[config.mk]
export PLATFORM = sky130hd
export DESIGN_NAME = universal_shift_register_4bit
export DESIGN_NICKNAME = d
export VERILOG_FILES = /design/src/inc/shift_reg_pkg.sv /design/src/inc/pin_sync_if.sv /design/src/rtl/pin_sync.sv /design/src/rtl/universal_shift_register_4bit.sv
export SDC_FILE = /design/constraint.sdc
export NUM_CORES = 1
export LEC_CHECK = 0
export BUFFER_PORTS_ARGS = -buffer_cell sky130_fd_sc_hd__buf_2
export CAP_MARGIN = 20
export CORE_MARGIN = 8
export CORE_UTILIZATION = 38
export CTS_BUF_LIST = sky130_fd_sc_hd__clkbuf_4
export CTS_CLUSTER_SIZE = 14
export DETAILED_ROUTE_END_ITERATION = 12
export GPL_ROUTABILITY_DRIVEN = 0
export SLEW_MARGIN = 20
export SYNTH_ARGS = -nofsm -noshare
export SYNTH_HDL_FRONTEND = slang
export SYNTH_SLANG_ARGS = --single-unit
[constraint.sdc]
create_clock -name clk_sys -period 1.19 [get_ports clk_sys]
set_clock_uncertainty 0.2 [all_clocks]
set_input_delay 0.238 -clock clk_sys [delete_from_list [all_inputs] [get_ports clk_sys]]
set_output_delay 0.238 -clock clk_sys [all_outputs]
set_load 0.01 [all_outputs]
[src/inc/shift_reg_pkg.sv]
// constants and types shared by the four-stage universal shift register
// What this block does
// - both selects high loads parallel data
// - parallel load ignores both serial inputs
// - first select only shifts toward last stage
// - second select only shifts toward first stage
// - serial data captured only on rising edge
// - three-state variant: all-low modes clear stages
// - three-state variant: output enable low floats outputs, logic continues
// - reset variant: all-low modes hold contents
// - reset variant: reset low clears stages immediately, outputs low
// - four stages, each with input and output
package shift_reg_pkg;
  localparam int STAGES = 4;
  localparam logic [STAGES-1:0] STAGE_RESET = 4'h0;
  localparam int SYNC_DEPTH = 2;
  // variant codes
  localparam int VARIANT_TRISTATE = 0;
  localparam int VARIANT_ASYNC_RESET = 1;
  // positions inside the sampled pin vector
  localparam int POS_MODE = 0;
  localparam int POS_SER_RIGHT = 2;
  localparam int POS_SER_LEFT = 3;
  localparam int POS_PAR = 4;
  localparam int POS_OE = POS_PAR + STAGES;
  localparam int PIN_WIDTH = POS_OE + 1;
  // bit 0 is the first select, bit 1 the second
  typedef enum logic [1:0] {
    MODE_IDLE = 2'b00,
    MODE_RIGHT = 2'b01,
    MODE_LEFT = 2'b10,
    MODE_LOAD = 2'b11
  } mode_t;
endpackage

[src/inc/pin_sync_if.sv]
// carrier between the pin sampler and the shift register core
`timescale 1ns/10ps
`default_nettype none
interface pin_sync_if #(parameter int WIDTH = 1);
  logic [WIDTH-1:0] raw;
  logic [WIDTH-1:0] synced;
  modport sampler(input raw, output synced);
  modport user(output raw, input synced);
endinterface
`default_nettype wire

[src/rtl/pin_sync.sv]
// two-flop sampler for the asynchronous pins of the shift register
`timescale 1ns/10ps
`default_nettype none
module pin_sync #(
  parameter int WIDTH = 1
) (
  // clock and reset
  input wire logic clk_sys,
  input wire logic sys_rst,
  // pins in, sampled pins out
  pin_sync_if.sampler pins
);
  logic [WIDTH-1:0] meta;
  logic [WIDTH-1:0] settled;

  if (WIDTH < 1) begin : g_bad_width
    $error("pin_sync needs at least one bit");
  end

  // first flop feeds only the second
  always_ff @(posedge clk_sys) begin
    if (sys_rst) begin
      meta <= '0;
    end else begin
      meta <= pins.raw;
    end
  end

  always_ff @(posedge clk_sys) begin
    if (sys_rst) begin
      settled <= '0;
    end else begin
      settled <= meta;
    end
  end

  assign pins.synced = settled;

  property p_two_flop_delay;
    @(posedge clk_sys) disable iff (sys_rst)
    !$past(sys_rst) && !$past(sys_rst, 2)
      |-> settled == $past(pins.raw, 2);
  endproperty
  a_two_flop_delay: assert property (p_two_flop_delay)
    else $error("sampled pins do not lag raw pins by two cycles");
endmodule // pin_sync
`default_nettype wire

[src/rtl/universal_shift_register_4bit.sv]
// four-stage bidirectional universal shift register core
`timescale 1ns/10ps
`default_nettype none
module universal_shift_register_4bit #(
  parameter int VARIANT = shift_reg_pkg::VARIANT_TRISTATE,
  parameter int STAGES = shift_reg_pkg::STAGES
) (
  // clock and synchronous reset
  input wire logic clk_sys,
  input wire logic sys_rst,
  // mode selects
  input wire logic mode_select_first,
  input wire logic mode_select_second,
  // serial inputs
  input wire logic serial_in_rightward,
  input wire logic serial_in_leftward,
  // parallel data, bit 0 is the first stage
  input wire logic [STAGES-1:0] parallel_in,
  // variant controls
  input wire logic output_enable,
  input wire logic master_reset_n,
  // stage outputs
  output logic [STAGES-1:0] stage_out,
  output logic stage_out_oe_n
);
  localparam int PW = shift_reg_pkg::PIN_WIDTH;

  pin_sync_if #(.WIDTH(PW)) pins ();

  logic [STAGES-1:0] stage;
  logic [STAGES-1:0] next_stage;
  logic [PW-1:0] sampled;
  shift_reg_pkg::mode_t mode;
  logic ser_right;
  logic ser_left;
  logic [STAGES-1:0] par;
  logic oe;
  logic async_clr_n;

  function automatic shift_reg_pkg::mode_t decode_mode(
    input logic [1:0] sel
  );
    return shift_reg_pkg::mode_t'(sel);
  endfunction

  function automatic logic is_variant(input int v);
    return VARIANT == v;
  endfunction

  if (STAGES != shift_reg_pkg::STAGES) begin : g_bad_stages
    $error("stage count must match the package layout");
  end
  if (!is_variant(shift_reg_pkg::VARIANT_TRISTATE) &&
      !is_variant(shift_reg_pkg::VARIANT_ASYNC_RESET)) begin : g_bad_var
    $error("unknown variant");
  end

  // every pin except master_reset_n passes two flops before the core reads it
  assign pins.raw = {output_enable, parallel_in, serial_in_leftward,
                     serial_in_rightward, mode_select_second,
                     mode_select_first};

  pin_sync #(.WIDTH(PW)) u_pin_sync (
    .clk_sys(clk_sys),
    .sys_rst(sys_rst),
    .pins(pins)
  );

  assign sampled = pins.synced;
  assign mode = decode_mode(sampled[shift_reg_pkg::POS_MODE +: 2]);
  assign ser_right = sampled[shift_reg_pkg::POS_SER_RIGHT];
  assign ser_left = sampled[shift_reg_pkg::POS_SER_LEFT];
  assign par = sampled[shift_reg_pkg::POS_PAR +: STAGES];
  assign oe = sampled[shift_reg_pkg::POS_OE];

  // the direct clear exists only in the reset variant
  assign async_clr_n = is_variant(shift_reg_pkg::VARIANT_ASYNC_RESET) ?
                       master_reset_n : 1'b1;

  always_comb begin
    case (mode)
      shift_reg_pkg::MODE_LOAD: begin
        next_stage = par;
      end
      shift_reg_pkg::MODE_RIGHT: begin
        next_stage = {stage[STAGES-2:0], ser_right};
      end
      shift_reg_pkg::MODE_LEFT: begin
        next_stage = {ser_left, stage[STAGES-1:1]};
      end
      shift_reg_pkg::MODE_IDLE: begin
        if (is_variant(shift_reg_pkg::VARIANT_TRISTATE)) begin
          next_stage = shift_reg_pkg::STAGE_RESET;
        end else begin
          next_stage = stage;
        end
      end
      default: begin
        next_stage = stage;
      end
    endcase
  end

  // release of the direct clear is not synchronised: keep it clear of
  // clock edges, as for any asynchronous clear
  always_ff @(posedge clk_sys or negedge async_clr_n) begin
    if (!async_clr_n) begin
      stage <= shift_reg_pkg::STAGE_RESET;
    end else if (sys_rst) begin
      stage <= shift_reg_pkg::STAGE_RESET;
    end else begin
      stage <= next_stage;
    end
  end

  assign stage_out = stage;
  // enable active low: in the three-state variant pins float while the sampled enable is low
  assign stage_out_oe_n = is_variant(shift_reg_pkg::VARIANT_TRISTATE) ?
                          ~oe : 1'b0;

  // checks on the register behaviour
  property p_load;
    @(posedge clk_sys) disable iff (sys_rst || !async_clr_n)
    mode == shift_reg_pkg::MODE_LOAD |=> stage == $past(par);
  endproperty
  a_load: assert property (p_load)
    else $error("parallel load did not capture the data");

  property p_load_no_serial;
    @(posedge clk_sys) disable iff (sys_rst || !async_clr_n)
    mode == shift_reg_pkg::MODE_LOAD && ser_right != par[0]
      |=> stage[0] != $past(ser_right);
  endproperty
  a_load_no_serial: assert property (p_load_no_serial)
    else $error("serial data entered during parallel load");

  property p_right;
    @(posedge clk_sys) disable iff (sys_rst || !async_clr_n)
    mode == shift_reg_pkg::MODE_RIGHT
      |=> stage == {$past(stage[STAGES-2:0]), $past(ser_right)};
  endproperty
  a_right: assert property (p_right)
    else $error("shift toward last stage wrong");

  property p_left;
    @(posedge clk_sys) disable iff (sys_rst || !async_clr_n)
    mode == shift_reg_pkg::MODE_LEFT
      |=> stage == {$past(ser_left), $past(stage[STAGES-1:1])};
  endproperty
  a_left: assert property (p_left)
    else $error("shift toward first stage wrong");

  property p_serial_source;
    @(posedge clk_sys) disable iff (sys_rst || !async_clr_n)
    mode == shift_reg_pkg::MODE_RIGHT ##1
      mode == shift_reg_pkg::MODE_LEFT
      |=> stage[0] == $past(stage[1]) &&
          stage[STAGES-1] == $past(ser_left);
  endproperty
  a_serial_source: assert property (p_serial_source)
    else $error("serial input taken from the wrong side");

  property p_clear;
    @(posedge clk_sys) disable iff (sys_rst || !async_clr_n)
    is_variant(shift_reg_pkg::VARIANT_TRISTATE) &&
      mode == shift_reg_pkg::MODE_IDLE
      |=> stage == shift_reg_pkg::STAGE_RESET;
  endproperty
  a_clear: assert property (p_clear)
    else $error("all-low modes did not clear the stages");

  property p_float_keeps_running;
    @(posedge clk_sys) disable iff (sys_rst || !async_clr_n)
    is_variant(shift_reg_pkg::VARIANT_TRISTATE) && !oe &&
      mode == shift_reg_pkg::MODE_LOAD
      |-> stage_out_oe_n ##1 stage == $past(par);
  endproperty
  a_float_keeps_running: assert property (p_float_keeps_running)
    else $error("disabled outputs not floated or logic stalled");

  property p_hold;
    @(posedge clk_sys) disable iff (sys_rst || !async_clr_n)
    is_variant(shift_reg_pkg::VARIANT_ASYNC_RESET) &&
      mode == shift_reg_pkg::MODE_IDLE |=> $stable(stage);
  endproperty
  a_hold: assert property (p_hold)
    else $error("all-low modes did not hold the stages");

  property p_direct_clear;
    @(posedge clk_sys) disable iff (sys_rst)
    is_variant(shift_reg_pkg::VARIANT_ASYNC_RESET) && !master_reset_n
      |-> stage_out == shift_reg_pkg::STAGE_RESET && !stage_out_oe_n;
  endproperty
  a_direct_clear: assert property (p_direct_clear)
    else $error("outputs not low while reset held");

  property p_shift_out_four;
    @(posedge clk_sys) disable iff (sys_rst || !async_clr_n)
    (mode == shift_reg_pkg::MODE_RIGHT && !ser_right) [*4]
      |=> stage == shift_reg_pkg::STAGE_RESET;
  endproperty
  a_shift_out_four: assert property (p_shift_out_four)
    else $error("four right shifts of zero left data behind");

  c_load: cover property (@(posedge clk_sys) disable iff (sys_rst)
    mode == shift_reg_pkg::MODE_LOAD ##1
    mode == shift_reg_pkg::MODE_RIGHT);
  c_left: cover property (@(posedge clk_sys) disable iff (sys_rst)
    mode == shift_reg_pkg::MODE_LEFT [*4]);
  c_idle: cover property (@(posedge clk_sys) disable iff (sys_rst)
    mode == shift_reg_pkg::MODE_IDLE && stage != shift_reg_pkg::STAGE_RESET);
  c_float: cover property (@(posedge clk_sys) disable iff (sys_rst)
    stage_out_oe_n && mode == shift_reg_pkg::MODE_RIGHT);
endmodule // universal_shift_register_4bit
`default_nettype wire

==> metrics <==
status=complete, but fails checks; WP data required=0.75 ns; final wirelength=1.077 mm; Layout Nets=101; fill cell count=142; Fmax achieved=0.8357 GHz; vias in the first global route=459; top cells by area, synth=dfxtp_1 64%, nor2b_1 10%, and2b_1 7.7%; slowest CP cell=dfxtp_2; failing checks=setup timing; Max VDD drop=0.9673 mV; cell area after layout=987.2 um^2; Seq. cell area=447.9 um^2; first-pass GRT wire length=1.849 mm; fin. max-slew vios=0; initial antenna violation count=0; worst endpoint data arrival time=0.76 ns; Yosys top cell area share=0.6423; Synth async-reset ratio=0; PD cells=1225 mW/mm^2; Final HPWL DP=684 um; post-synthesis register bit count=22; post-synthesis net count=69; DRC violations left=0; die footprint=0.003419 mm^2; Core ar.=0.001708 mm^2; First-pass DRT Iterations=2; YS warnings=0; top_reg_cell synth=dfxtp_1; Worst path top cell family by delay=flip-flops; WP buf/inv=2; WS Path Type=register to output pin; GRT Total Usage=0.07309; area of the multi-input gates=221.5 um^2; crit end category=output pin; Wirelength per Cell=9.531 um; CTS tree=built; clock sink count=22; crit-path max FO=1; fin worst setup slack=-0.006666 ns; utilization after layout=0.5780; Post-synth EDFFs=0; register area share after synthesis=0.6423; placed cell area=799.5 um^2; critical-path cell list=inv_2 -> buf_6; setup TNS=-0.006837 ns; synth unique cells=13; worst min path class=input port to register; antenna cell count=0; IO Pins=17; Reg clk slew, reported paths=0.11 ns; proportion of layout cells with a drive suffix above 1=0.3409; Slowest Stage Delay on Critical Path=0.34 ns; most instantiated cells after synthesis=22 x dfxtp_1, 11 x nor2b_1, 7 x and2b_1, 4 x mux2i_1; Post-DRT Antenna Nets=0; initial core utilization=0.4015; count leader, synth=dfxtp_1; Worst slew margin=0.8341; worst slew pin tran=0.2486 ns; number of H-tree levels=1; vias per cell=4.027; routed via count=455; Clock Latency Late Sink=0.30 ns; CTS Buf Count=3; final hold viol count=0; port bufs=15; Die H=58.48 um; FP Rows=15; setup violators final=2; P&R area growth vs syn=43.98%; Critical Path Source Type=register; Die Wd=58.48 um; worst hold slack=0.08456 ns; leak pwr=0.4217 nW; Max Cap Violations=0; Yosys top cell by area=dfxtp_1; DRT iter0 DRCs=6; clock buffer depth=2; synthesized area per cell=12.03 um^2; post-layout min period=1.197 ns; post-synthesis cell count=57; Period Utilization, post-route=1.006; total grt overflow=0; RSZ-0062 raised after global routing=true; pin count of the biggest net entering global routing=15; clk root buf=clkbuf_4; mapped cell area=685.7 um^2
-- repair_timing --
action	in CTS	in global routing
endpoints found under the hold margin	11	0
endpoints found under the setup margin	7	5
hold buffers	10	0
resized for setup	9	3
buffers inserted	3	0
-- worst reg2reg max path, delay by kind of cell, from the launching register on --
family         cells  cell delay (ns)
flip-flops         1             0.44
multiplexers       1             0.22
AO/OA/AOI/OAI      1             0.09
-- through the flow --
| stage | setup WS [ns] | power (mW) | std cells |
|---|---|---|---|
| 2_1_floorplan | 0.1874 | 0.8372 | 57 |
| 3_3_place_gp | 0.05553 | 0.8693 | 96 |
| 3_5_place_dp | 0.001326 | 0.8704 | 96 |
| 4_1_cts | -0.03870 | 1.228 | 113 |
| 5_1_grt | -0.05024 | 1.270 | 113 |
| 6_report | -0.006666 | 1.209 | 113 |
-- worst paths after layout --
| path | start | endpoint | slack (ns) | cells past startpoint |
|---|---|---|---|---|
| max | u_pin_sync.pins.synced[8] | stage_out_oe_n | -0.007 | 2 |
| max reg2reg | u_pin_sync.pins.synced[0] | stage_out[1] | 0.12 | 2 |
| min reg2reg | u_pin_sync.meta[1] | u_pin_sync.pins.synced[1] | 0.23 | 1 |
| min | sys_rst | u_pin_sync.pins.synced[6] | 0.08 | 3 |
-- sequential cells by signal (all words and copies together), names as in the netlist --
signal	count
stage_out	4
u_pin_sync.meta	9
u_pin_sync.pins.synced	9
-- routing by layer --
layer,wire length [um],global-route usage,part of all wire
met5,0,0,0
met4,17,0.04196,0.016
met3,82,0.04565,0.076
met2,499,0.1134,0.46
met1,477,0.07323,0.44
-- final cells by class --
class / count / area share
clock buffer: 3 / 0.02281
clock inverter: 1 / 0.003802
inverter: 1 / 0.003802
multi-input combinational: 31 / 0.2243
sequential: 22 / 0.4537
tap: 25 / 0.03169
timing repair buffer: 30 / 0.2598
-- power breakdown --
group | leakage, nW | total, mW | switching [mW] | internal [mW]
Combinational | 0.222 | 0.106 | 0.0313 | 0.0751
Clock | 0.0154 | 0.321 | 0.199 | 0.122
Sequential | 0.184 | 0.782 | 0.0131 | 0.768
Total | 0.422 | 1.21 | 0.244 | 0.965
-- cells by family after synthesis --
logic type	count (synthesis)	synth area share
flops	22	0.6423
mux	4	0.05840
compound gates	7	0.06203
simple gates	20	0.2026
buf+inv	4	0.03465
-- layout by cell type, fill, tap and decap left out --
| master | count |
|---|---|
| a211oi_1 | 3 |
| a21oi_1 | 3 |
| and2b_1 | 7 |
| buf_12 | 1 |
| buf_2 | 10 |
| buf_4 | 4 |
| buf_6 | 5 |
| clkbuf_4 | 3 |
| clkinv_1 | 1 |
| dfxtp_1 | 16 |
| dfxtp_2 | 6 |
| dlygate4sd3_1 | 10 |
| inv_2 | 1 |
| mux2i_1 | 4 |
| nand2b_1 | 1 |
| nand4bb_1 | 1 |
| nor2b_1 | 11 |
| o21ai_0 | 1 |
Power figures use the tool's default switching activity.
